==> src/eq_ctrl_map.vh <==
// Register offsets, field positions, reset values and link framing for the equalizer control bank.
`ifndef EQ_CTRL_MAP_VH
`define EQ_CTRL_MAP_VH

// ****************************************************************
// Register offsets (7-bit link address)
// ****************************************************************
`define GENERAL_CONTROL_ADDR        7'h00
`define OUTPUT_DRIVER_SETUP_ADDR    7'h01
`define LAUNCH_AMPLITUDE_SETUP_ADDR 7'h02

// ****************************************************************
// General control fields
// ****************************************************************
`define GC_CARRIER_BIT  7
`define GC_MUTE_BIT     6
`define GC_BYPASS_BIT   5
`define GC_SLEEP_HI     4
`define GC_SLEEP_LO     3
`define GC_RSVD_BIT     2
`define GC_MASTER_BIT   1
`define GC_ACQ_BIT      0
`define SLEEP_ENABLED   2'h0
`define SLEEP_AUTO      2'h1
`define SLEEP_FORCED    2'h2
`define MUTE_RESET      1'h0
`define BYPASS_RESET    1'h0
`define SLEEP_RESET     2'h1
`define GC_RSVD_RESET   1'h0
`define PD_RESET        1'h1

// ****************************************************************
// Output driver fields
// ****************************************************************
`define OD_SWING_HI     7
`define OD_SWING_LO     6
`define OD_OFFSET_HI    5
`define OD_OFFSET_LO    4
`define OD_DEEMPH_EN    3
`define OD_LEVEL_HI     2
`define OD_LEVEL_LO     1
`define SWING_RESET     2'h2
`define OFFSET_RESET    2'h2
`define DEEMPH_EN_RESET 1'h0
`define LEVEL_RESET     2'h1

// ****************************************************************
// Launch amplitude fields
// ****************************************************************
`define LA_OPT_BIT      7
`define LA_RSVD_HI      6
`define LA_OPT_RESET    1'h0
`define LA_RSVD_RESET   7'h68

// ****************************************************************
// Link framing
// ****************************************************************
`define FRAME_BITS      5'h10
`define HEADER_BITS     5'h08

`endif

==> src/spi_frame_port.v <==
// Serial link front end: samples the link pins, frames 16-bit transfers and shifts read data out.
`timescale 1ns/100ps
`default_nettype none
`include "eq_ctrl_map.vh"

module spi_frame_port (
  input  wire       clk_i,
  input  wire       srst_i,
  input  wire       sclk_i,
  input  wire       ss_n_i,
  input  wire       mosi_i,
  output wire       miso_o,
  output wire       miso_oe_n_o,
  output wire [6:0] rd_addr_o,
  input  wire [7:0] rd_data_i,
  output reg        wr_o,
  output reg  [6:0] wr_addr_o,
  output reg  [7:0] wr_data_o
);

  // ****************************************************************
  // Pin synchronisers
  // ****************************************************************
  reg [2:0]  meta_reg;
  reg [2:0]  sync_reg;
  reg        sclk_old_reg;
  reg [4:0]  cnt_reg;
  reg [14:0] sh_reg;
  reg [7:0]  tx_reg;
  reg        miso_reg;

  // Synchronised pin levels and the link clock edges they reveal while selected.
  wire sclk_s = sync_reg[2];
  wire ss_n_s = sync_reg[1];
  wire mosi_s = sync_reg[0];
  wire rise   = ~ss_n_s & sclk_s & ~sclk_old_reg;
  wire fall   = ~ss_n_s & ~sclk_s & sclk_old_reg;

  // Two flops per pin; only the second stage feeds logic.
  always @(posedge clk_i) begin
    if (srst_i) begin
      meta_reg     <= 3'h3;
      sync_reg     <= 3'h3;
      sclk_old_reg <= 1'h0;
    end else begin
      meta_reg     <= {sclk_i, ss_n_i, mosi_i};
      sync_reg     <= meta_reg;
      sclk_old_reg <= sync_reg[2];
    end
  end

  // ****************************************************************
  // Framing and shifting
  // ****************************************************************
  // The read address is the header as it arrives, so it is valid once eight bits are in.
  assign rd_addr_o   = sh_reg[6:0];
  assign miso_o      = miso_reg;
  assign miso_oe_n_o = ss_n_s;

  // Bits arrive MSB first on rising edges; read data leaves on falling edges after the header.
  // A frame cut short by deselect is dropped, so a partial write never lands.
  always @(posedge clk_i) begin
    if (srst_i) begin
      cnt_reg   <= 5'h00;
      sh_reg    <= 15'h0000;
      tx_reg    <= 8'h00;
      miso_reg  <= 1'h0;
      wr_o      <= 1'h0;
      wr_addr_o <= 7'h00;
      wr_data_o <= 8'h00;
    end else begin
      wr_o <= 1'h0;
      if (ss_n_s) begin
        cnt_reg  <= 5'h00;
        miso_reg <= 1'h0;
      end else if (rise && cnt_reg < `FRAME_BITS) begin
        sh_reg  <= {sh_reg[13:0], mosi_s};
        cnt_reg <= cnt_reg + 5'h01;
        if (cnt_reg == `FRAME_BITS - 5'h01) begin
          wr_o      <= ~sh_reg[14];
          wr_addr_o <= sh_reg[13:7];
          wr_data_o <= {sh_reg[6:0], mosi_s};
        end
      end else if (fall && cnt_reg == `HEADER_BITS) begin
        miso_reg <= rd_data_i[7];
        tx_reg   <= {rd_data_i[6:0], 1'h0};
      end else if (fall && cnt_reg > `HEADER_BITS && cnt_reg < `FRAME_BITS) begin
        miso_reg <= tx_reg[7];
        tx_reg   <= {tx_reg[6:0], 1'h0};
      end
    end
  end

endmodule
`default_nettype wire

==> src/equalizer_control_registers.v <==
// Control register bank of the cable equalizer: general control, output driver and launch amplitude.
//
// Functional notes
// - Bit 7 of general control reads the carrier flag, 1 when a carrier is present.
// - Mute bit 6 mutes the outputs, bypass bit 5 bypasses the equalizer, mute beats bypass, both reset to 0.
// - Sleep code 00 keeps the equalizer on, 01 (default) sleeps without input, 10 forces power-down, 11 reserved.
// - Whenever sleep is in effect it overrides mute and bypass.
// - Writing 1 to bit 1 resets every register to default and restarts acquisition, then clears itself.
// - Writing 1 to bit 0 restarts acquisition only, leaves registers alone, then clears itself.
// - Output driver bits 7:6 pick the swing 400/600/700/800 mV, reset value 10.
// - Output driver bits 5:4 pick the common-mode 0.8/1.0/1.2 V or supply-referenced, reset value 10.
// - Output driver bit 3 enables de-emphasis, reset value 0.
// - Output driver bits 2:1 pick de-emphasis 0/3/5/7 dB, reset value 01.
// - Launch amplitude bit 7 selects 800 mV launch at 0 (default) or 6 dB attenuated input at 1.
`timescale 1ns/100ps
`default_nettype none
`include "eq_ctrl_map.vh"

module equalizer_control_registers (
  input  wire       clk_i,
  input  wire       srst_i,
  input  wire       sclk_i,
  input  wire       ss_n_i,
  input  wire       mosi_i,
  output wire       miso_o,
  output wire       miso_oe_n_o,
  input  wire       carrier_detect_i,
  output wire       mute_o,
  output wire       bypass_o,
  output wire       power_down_o,
  output reg        acq_restart_o,
  output wire [1:0] output_swing_voltage_o,
  output wire [1:0] output_offset_voltage_o,
  output wire       deemph_enable_o,
  output wire [1:0] deemph_level_o,
  output wire       launch_atten_opt_o
);

  // ****************************************************************
  // Declarations
  // ****************************************************************
  reg        carrier_meta_reg;
  reg        carrier_reg;
  reg        mute_reg;
  reg        bypass_reg;
  reg  [1:0] sleep_reg;
  reg        gc_rsvd_reg;
  reg  [1:0] swing_reg;
  reg  [1:0] offset_reg;
  reg        deemph_en_reg;
  reg  [1:0] level_reg;
  reg        la_opt_reg;
  reg  [6:0] la_rsvd_reg;
  reg  [7:0] rd_data;
  reg        sleeping;
  reg        power_down_reg;
  reg        mute_out_reg;
  reg        bypass_out_reg;
  wire       wr;
  wire [6:0] wr_addr;
  wire [7:0] wr_data;
  wire [6:0] rd_addr;
  wire       gc_wr;
  wire       master_rst;
  wire       acq_rst;

  // ****************************************************************
  // Link front end
  // ****************************************************************
  spi_frame_port u_port (
    .clk_i       (clk_i),
    .srst_i      (srst_i),
    .sclk_i      (sclk_i),
    .ss_n_i      (ss_n_i),
    .mosi_i      (mosi_i),
    .miso_o      (miso_o),
    .miso_oe_n_o (miso_oe_n_o),
    .rd_addr_o   (rd_addr),
    .rd_data_i   (rd_data),
    .wr_o        (wr),
    .wr_addr_o   (wr_addr),
    .wr_data_o   (wr_data)
  );

  // ****************************************************************
  // Carrier flag synchroniser
  // ****************************************************************
  // The carrier comes from the analog core, so it is resynchronised before use.
  always @(posedge clk_i) begin
    if (srst_i) begin
      carrier_meta_reg <= 1'h0;
      carrier_reg      <= 1'h0;
    end else begin
      carrier_meta_reg <= carrier_detect_i;
      carrier_reg      <= carrier_meta_reg;
    end
  end

  // ****************************************************************
  // Register writes
  // ****************************************************************
  // Decode of a landed frame; the two reset bits of general control act only as pulses.
  assign gc_wr      = wr && (wr_addr == `GENERAL_CONTROL_ADDR);
  assign master_rst = gc_wr && wr_data[`GC_MASTER_BIT];
  assign acq_rst    = gc_wr && wr_data[`GC_ACQ_BIT];

  // Master reset takes precedence over the rest of the same write, so a frame with
  // bit 1 set leaves every field at its default; the two reset bits are never stored.
  always @(posedge clk_i) begin
    if (srst_i || master_rst) begin
      mute_reg      <= `MUTE_RESET;
      bypass_reg    <= `BYPASS_RESET;
      sleep_reg     <= `SLEEP_RESET;
      gc_rsvd_reg   <= `GC_RSVD_RESET;
      swing_reg     <= `SWING_RESET;
      offset_reg    <= `OFFSET_RESET;
      deemph_en_reg <= `DEEMPH_EN_RESET;
      level_reg     <= `LEVEL_RESET;
      la_opt_reg    <= `LA_OPT_RESET;
      la_rsvd_reg   <= `LA_RSVD_RESET;
    end else if (wr) begin
      case (wr_addr)
        `GENERAL_CONTROL_ADDR: begin
          // Carrier bit is not written; it always mirrors the core.
          mute_reg    <= wr_data[`GC_MUTE_BIT];
          bypass_reg  <= wr_data[`GC_BYPASS_BIT];
          sleep_reg   <= wr_data[`GC_SLEEP_HI:`GC_SLEEP_LO];
          gc_rsvd_reg <= wr_data[`GC_RSVD_BIT];
        end
        `OUTPUT_DRIVER_SETUP_ADDR: begin
          // Bit 0 is read-only zero and is dropped here.
          swing_reg     <= wr_data[`OD_SWING_HI:`OD_SWING_LO];
          offset_reg    <= wr_data[`OD_OFFSET_HI:`OD_OFFSET_LO];
          deemph_en_reg <= wr_data[`OD_DEEMPH_EN];
          level_reg     <= wr_data[`OD_LEVEL_HI:`OD_LEVEL_LO];
        end
        `LAUNCH_AMPLITUDE_SETUP_ADDR: begin
          la_opt_reg  <= wr_data[`LA_OPT_BIT];
          la_rsvd_reg <= wr_data[`LA_RSVD_HI:0];
        end
        default: begin
          la_rsvd_reg <= la_rsvd_reg;
        end
      endcase
    end
  end

  // ****************************************************************
  // Acquisition restart
  // ****************************************************************
  // One-cycle pulse per restart write, held high through reset; the self-clearing bits exist only as this pulse.
  always @(posedge clk_i) begin
    if (srst_i) begin
      acq_restart_o <= 1'h1;
    end else begin
      acq_restart_o <= master_rst | acq_rst;
    end
  end

  // ****************************************************************
  // Read mux
  // ****************************************************************
  // Unmapped addresses read zero; self-clearing and reserved driver bits read zero.
  always @* begin
    case (rd_addr)
      `GENERAL_CONTROL_ADDR: begin
        rd_data = {carrier_reg, mute_reg, bypass_reg, sleep_reg, gc_rsvd_reg, 2'h0};
      end
      `OUTPUT_DRIVER_SETUP_ADDR: begin
        rd_data = {swing_reg, offset_reg, deemph_en_reg, level_reg, 1'h0};
      end
      `LAUNCH_AMPLITUDE_SETUP_ADDR: begin
        rd_data = {la_opt_reg, la_rsvd_reg};
      end
      default: begin
        rd_data = 8'h00;
      end
    endcase
  end

  // ****************************************************************
  // Core controls
  // ****************************************************************
  // Reserved sleep code 11 is treated like auto sleep, the least surprising choice.
  always @* begin
    case (sleep_reg)
      `SLEEP_ENABLED: begin
        sleeping = 1'h0;
      end
      `SLEEP_FORCED: begin
        sleeping = 1'h1;
      end
      default: begin
        sleeping = ~carrier_reg;
      end
    endcase
  end

  // Sleep masks mute and bypass, and mute masks bypass. The three levels are registered
  // so that the analog core never sees a glitch while the carrier flag or a field changes;
  // the price is one clock of latency, far below the length of any link frame.
  always @(posedge clk_i) begin
    if (srst_i) begin
      power_down_reg <= `PD_RESET;
      mute_out_reg   <= `MUTE_RESET;
      bypass_out_reg <= `BYPASS_RESET;
    end else begin
      power_down_reg <= sleeping;
      mute_out_reg   <= mute_reg & ~sleeping;
      bypass_out_reg <= bypass_reg & ~mute_reg & ~sleeping;
    end
  end

  // The stored levels and fields go straight to the core.
  assign power_down_o            = power_down_reg;
  assign mute_o                  = mute_out_reg;
  assign bypass_o                = bypass_out_reg;
  assign output_swing_voltage_o  = swing_reg;
  assign output_offset_voltage_o = offset_reg;
  assign deemph_enable_o         = deemph_en_reg;
  assign deemph_level_o          = level_reg;
  assign launch_atten_opt_o      = la_opt_reg;

endmodule
`default_nettype wire

==> config.mk <==
export PLATFORM = sky130hd
export DESIGN_NAME = equalizer_control_registers
export DESIGN_NICKNAME = d
export VERILOG_FILES = /design/src/spi_frame_port.v /design/src/equalizer_control_registers.v
export VERILOG_INCLUDE_DIRS = /design/src
export SDC_FILE = /design/constraint.sdc
export NUM_CORES = 1
export LEC_CHECK = 0
export ABC_AREA = 1
export BUFFER_PORTS_ARGS = -buffer_cell sky130_fd_sc_hd__clkbuf_2
export CORE_UTILIZATION = 35
export DETAILED_ROUTE_END_ITERATION = 16
export GPL_TIMING_DRIVEN = 0
export PLACE_DENSITY_LB_ADDON = 0.15
export SYNTH_ARGS = -nofsm -noshare
export SYNTH_HDL_FRONTEND = slang
export SYNTH_SLANG_ARGS = --single-unit
==> constraint.sdc <==
create_clock -name clk_i -period 1.5 [get_ports clk_i]
set_clock_uncertainty 0.1 [all_clocks]
set_input_delay 0.3 -clock clk_i [delete_from_list [all_inputs] [get_ports clk_i]]
set_output_delay 0.3 -clock clk_i [all_outputs]
set_load 0.01 [all_outputs]
==> results of run 1 <==
-- cell usage after synthesis, types with 3 or more instances --
| cell type | instances | area (sq um) |
|---|---|---|
| dfxtp_1 | 77 | 1540 |
| nor2_1 | 62 | 233 |
| a21oi_1 | 46 | 230 |
| o21ai_0 | 41 | 205 |
| nand2_1 | 39 | 146 |
| inv_1 | 35 | 131 |
| nand3_1 | 28 | 140 |
| o21ai_1 | 9 | 45.0 |
| buf_2 | 6 | 30.0 |
| clkbuf_1 | 6 | 22.5 |
| inv_2 | 5 | 18.8 |
| nor2_2 | 4 | 25.0 |
| or2_2 | 4 | 25.0 |
| ha_1 | 3 | 37.5 |
| nand2_2 | 3 | 18.8 |
| nor2_4 | 3 | 33.8 |
| nor3_1 | 3 | 15.0 |
-- per-stage QoR --
stage | hold WS, ps | cell area [sq um] | util (%) | total power, mW
after floorplan | 288 | 3070 | - | 2.20
after global placement | 293 | 3300 | 39.6 | 2.24
after detailed placement | 295 | 3300 | 39.6 | 2.24
after CTS | 0.386 | 3580 | 42.9 | 3.97
after global routing | 10.4 | 3880 | 46.6 | 4.09
final | 24.1 | 3880 | 46.6 | 3.92
-- power breakdown --
group	total [mW]	internal, mW	switching, mW
logic	0.151	0.0577	0.0930
registers	2.07	2.06	0.0106
clock network	1.70	0.927	0.778
total	3.92	3.04	0.881
-- logic make-up after synthesis --
family                     after synthesis  share of synthesized area, %
buffers and inverters                   55                          7.49
DFF                                     77                          50.2
AOI/OAI and AO/OA                      101                          17.1
adders and majority gates                3                          1.22
and+or+nand+nor                        154                          23.7
xor gates and xnor gates                 1                         0.285
-- area by class of cell --
class	count	share of cell area, %
inverters	40	3.87
plain buffers	15	3.19
clock buffers	9	3.19
repair buffers	38	6.77
multi-input cells	259	37.2
flip-flops and latches	77	40.1
clock inverters	7	2.32
well taps	105	3.38
-- path summary, 6_finish.rpt --
path	slack (ps)	end
worst max register to register	0.9	acq_restart_o$_SDFF_PP1_
worst max-delay path	0.9	acq_restart_o$_SDFF_PP1_
worst min register to register	310	u_port.sync_reg[2]$_SDFF_PP0_
worst min-delay path	20	u_port.meta_reg[0]$_SDFF_PP1_
-- repair_timing --
| item | CTS | global route |
|---|---|---|
| setup buffers | 2 | 13 |
| gates cloned | 1 | 3 |
| endpoints found under the setup margin | 32 | 49 |
| gates resized for setup | 17 | 71 |
| pin swaps | 2 | 20 |
-- routing by layer --
| metal | share of wire, % | wire length (um) | track usage, % |
|---|---|---|---|
| met5 | 0 | 0 | 0 |
| met4 | 1.1 | 87 | 5.85 |
| met3 | 3.8 | 286 | 4.82 |
| met2 | 45 | 3440 | 28.3 |
| met1 | 50 | 3770 | 23.6 |
==> flow_summary.json, run 1 <==
{
  "status": "complete, no violations",
  "path_cells": "nor2_2, nand2_2, nor2_4, nand3_4, o21ai_4, inv_2, o21ai_0",
  "post-place-cells": 515,
  "synth.net_count": 400,
  "syn_to_final_growth_pct": 26.4,
  "grt_overflow_total": 0,
  "powerDensity_nw_per_um2": 1010,
  "place_congestion": 0.799,
  "p_leak_nw": 1.50,
  "crit_start": "u_port.wr_addr_o[2]$_SDFFE_PP0P_",
  "synth_edf_count": 0,
  "arrival_ps": 1670,
  "ios": 20,
  "cts_tree": "built",
  "layout_setup_ws_ps": 0.891,
  "routed_wl_um": 7580,
  "worst_pin_slew_ps": 410,
  "fmax_mhz": 667,
  "routed_via_density": 4.92,
  "dp_slack_ps": -210,
  "hold_path_class": "in -> reg",
  "drtAntennaViolNets": 0,
  "core_sq_um": 8340,
  "max_cap_viol_count": 0,
  "initial_utilization_pct": 36.8,
  "rsz0062_at_grt": "true",
  "post-route-min-period_ps": 1500,
  "clk_path_buf_depth": 2,
  "cp_max_fo": 8,
  "drive_above_1_share_pct": 29.9,
  "grt_max_degree": 14,
  "wire_per_inst_um": 13.8,
  "ys_ff_latch": 77,
  "cp_slowest_cell": "dfxtp_1",
  "clock_latency_ps": 360,
  "ys_types": 31,
  "synth_warnings": 0,
  "io_buffers": 19,
  "firstDrtPassIters": 4,
  "critPathRequiredTime_ps": 1670,
  "die_y_um": 95.7,
  "peakVddDrop_mv": 0.515,
  "final_common_cell": "dfxtp_1",
  "antenna_found_initial": 0,
  "cts.sinks": 77,
  "hold_buffers": 0,
  "cpPeakStageDelay_ps": 320,
  "finalNonFillerCells": 550,
  "regArea_sq_um": 1560,
  "r2r_start": "u_port.wr_addr_o[2]$_SDFFE_PP0P_",
  "diodes": 0,
  "synthCells": 391,
  "syn_area_sq_um": 3070,
  "post-route-period-util_pct": 99.9,
  "setup_violations": 0,
  "die_w_um": 95.7,
  "synthArstFlopShare_pct": 0,
  "grt_util_all_layers_pct": 17.9,
  "cts_buffers": 9,
  "layout.nets": 449,
  "avgSynthCellArea_sq_um": 7.86,
  "hold_depth": 2,
  "drv_slew": 0,
  "die-area_sq_um": 9160,
  "vias": 2704,
  "slew_headroom_pct": 72.7,
  "largest_register_ffs": 15,
  "clock-root-buffer": "clkbuf_8",
  "fill_cells": 864,
  "drcViolationCount": 0,
  "clkTransAtPathRegs_ps": 80,
  "grt_pass1_vias": 2470,
  "multiInputGateArea_sq_um": 1440,
  "finalHoldViolations": 0,
  "path_depth": 7,
  "crit_path_end_kind": "register",
  "hpwl_um": 5140,
  "cp_top_family": "simple AND/OR/NAND/NOR gates",
  "synth.yosys.seq_area_share_pct": 50.2,
  "grt_pass1_wl_um": 12100,
  "fin_tns_setup_ps": 0,
  "ys.flop_type": "dfxtp_1",
  "crit_buf_inv": 1,
  "r2r.worst_path.cells": 7,
  "htreeDepth": 3,
  "critPathLaunchType": "register",
  "drtIter0Drc": 104,
  "path_class": "reg -> reg",
  "final_cell_mix": "68 x dfxtp_1, 58 x nor2_1, 43 x a21oi_1",
  "min_from": "mosi_i",
  "row_count": 33
}
Note: power is estimated with default switching activity, not from simulation.
==> run 2, diff against run 1 <==
- CTS_CLUSTER_DIAMETER: not set -> 60
- REMOVE_ABC_BUFFERS: not set -> 1
==> run 2 against run 1 <==
Fmax grew 3.7%. Sequential share of layout area grew 1.2 points. Cell area shrank 3.4%. Flip-flop and latch count is the same. Hold slack is essentially flat. Non-clock buffer count shrank 20. Wire length shrank 1.6%. Via count shrank 3.2%. Sequential power is essentially flat. Combinational power shrank 4%. Critical path depth is the same. Largest cell class unchanged.
==> flow_summary.json, run 2 (synthesis gave the netlist of run 1 again) <==
{
  "status": "complete, no violations",
  "cts_tree": "built",
  "drtAntennaViolNets": 0,
  "cp_max_fo": 13,
  "cts_buffers": 9,
  "worst_pin_slew_ps": 436,
  "slew_headroom_pct": 70.9,
  "row_count": 33,
  "place_congestion": 0.777,
  "fill_cells": 879,
  "die_y_um": 95.7,
  "top_layer": "met4",
  "dr_wl_met2_um": 3500,
  "drtIter0Drc": 99,
  "syn_to_final_growth_pct": 22.1,
  "finalHoldViolations": 0,
  "grt_overflow_total": 0,
  "path_class": "reg -> reg",
  "core_sq_um": 8340,
  "hpwl_um": 4330,
  "crit_path_end_kind": "register",
  "largest_register_ffs": 15,
  "drv_slew": 0,
  "final_cell_mix": "70 x dfxtp_1, 57 x nor2_1, 45 x a21oi_1",
  "grt_pass1_wl_um": 12000,
  "drive_above_1_share_pct": 25.1,
  "critPathLaunchType": "register",
  "r2r_start": "u_port.wr_addr_o[5]$_SDFFE_PP0P_",
  "min_from": "ss_n_i",
  "clkTransAtPathRegs_ps": 80,
  "max_cap_viol_count": 0,
  "vias": 2617,
  "post-route-min-period_ps": 1450,
  "finalNonFillerCells": 535,
  "fin_util_pct": 45.0,
  "clock-root-buffer": "clkbuf_8",
  "ios": 20,
  "io_buffers": 19,
  "drcViolationCount": 0,
  "htreeDepth": 3,
  "regArea_sq_um": 1550,
  "antenna_found_initial": 0,
  "layout.nets": 434,
  "cts.sinks": 77,
  "routed_via_density": 4.89,
  "post-route-period-util_pct": 96.4,
  "grt_util_all_layers_pct": 17.6,
  "wire_per_inst_um": 13.9,
  "arrival_ps": 1590,
  "diodes": 0,
  "die_w_um": 95.7,
  "p_total_mw": 3.65,
  "hold_depth": 2,
  "initial_utilization_pct": 36.8,
  "powerDensity_nw_per_um2": 973,
  "final_common_cell": "dfxtp_1",
  "grt_pass1_vias": 2421,
  "wl_met1_um": 3470,
  "fmax_mhz": 692,
  "p_leak_nw": 1.41,
  "route.met3.wl_um": 342,
  "peakVddDrop_mv": 0.431,
  "critPathRequiredTime_ps": 1650,
  "grt_max_degree": 39,
  "rsz0062_at_grt": "true",
  "crit_start": "u_port.wr_addr_o[5]$_SDFFE_PP0P_",
  "post-place-cells": 500,
  "setup_violations": 0,
  "hold_path_class": "in -> reg",
  "firstDrtPassIters": 4,
  "routed_wl_um": 7460,
  "clk_path_buf_depth": 2,
  "fin_tns_setup_ps": 0,
  "r2r.worst_path.cells": 7,
  "clock_latency_ps": 350,
  "die-area_sq_um": 9160,
  "multiInputGateArea_sq_um": 1500
}
## run 2: per-layer routing
metal  vias up  global-route usage [%]
met5         -                       0
met4         0                    7.59
met3        12                    4.42
met2        58                    28.8
met1      1192                    22.0
li1       1355                       -
## run 2: timing repair
item,4_1_cts,5_1_grt
setup buffers,2,10
pin swaps,5,14
cloned,3,2
endpoints found under the hold margin,2,0
hold buffers,2,0
endpoints found under the setup margin,46,45
resized for setup,26,34
## run 2: worst paths after layout
path	slack (ps)	endpoint
setup / recovery	50	output_swing_voltage_o[0]$_SDFFE_PP0P_
hold / removal	20	u_port.meta_reg[1]$_SDFF_PP1_
setup reg to reg	50	output_swing_voltage_o[0]$_SDFFE_PP0P_
hold reg to reg	290	carrier_reg$_SDFF_PP0_
## run 2: where the power goes
part	total (mW)	switching [mW]	internal [mW]
Combinational	0.145	0.0928	0.0524
Clock	1.43	0.750	0.683
Sequential	2.07	0.0113	2.06
Total	3.65	0.854	2.80
## run 2: per-stage QoR
step | cell area, sq um | hold WS [ps] | worst slack (ps)
floorplan | 2990 | 271 | -329
global placement | 3220 | 293 | -1000
detailed placement | 3220 | 293 | -1030
CTS | 3580 | 0.231 | -4.00
global route | 3750 | 5.28 | -36.8
finish | 3750 | 23.8 | 54.3
## run 2: cell type report
type	instances	share of cell area, %
timing repair buffer	33	6.13
multi-input combinational	263	39.8
clock inverter	4	0.600
tap	105	3.50
clock buffer	12	4.13
inverter	40	4.30
timing repair inverter	1	0.200
sequential	77	41.3
## run 2: worst max-delay path, stage by stage, from the launching register on
cell and delay (ps):
dfxtp_1 300, inv_1 120, nand3_4 100, nor2_4 120, nand3_4 140, o21ai_4 230
buf_12 170, nor2_1 50
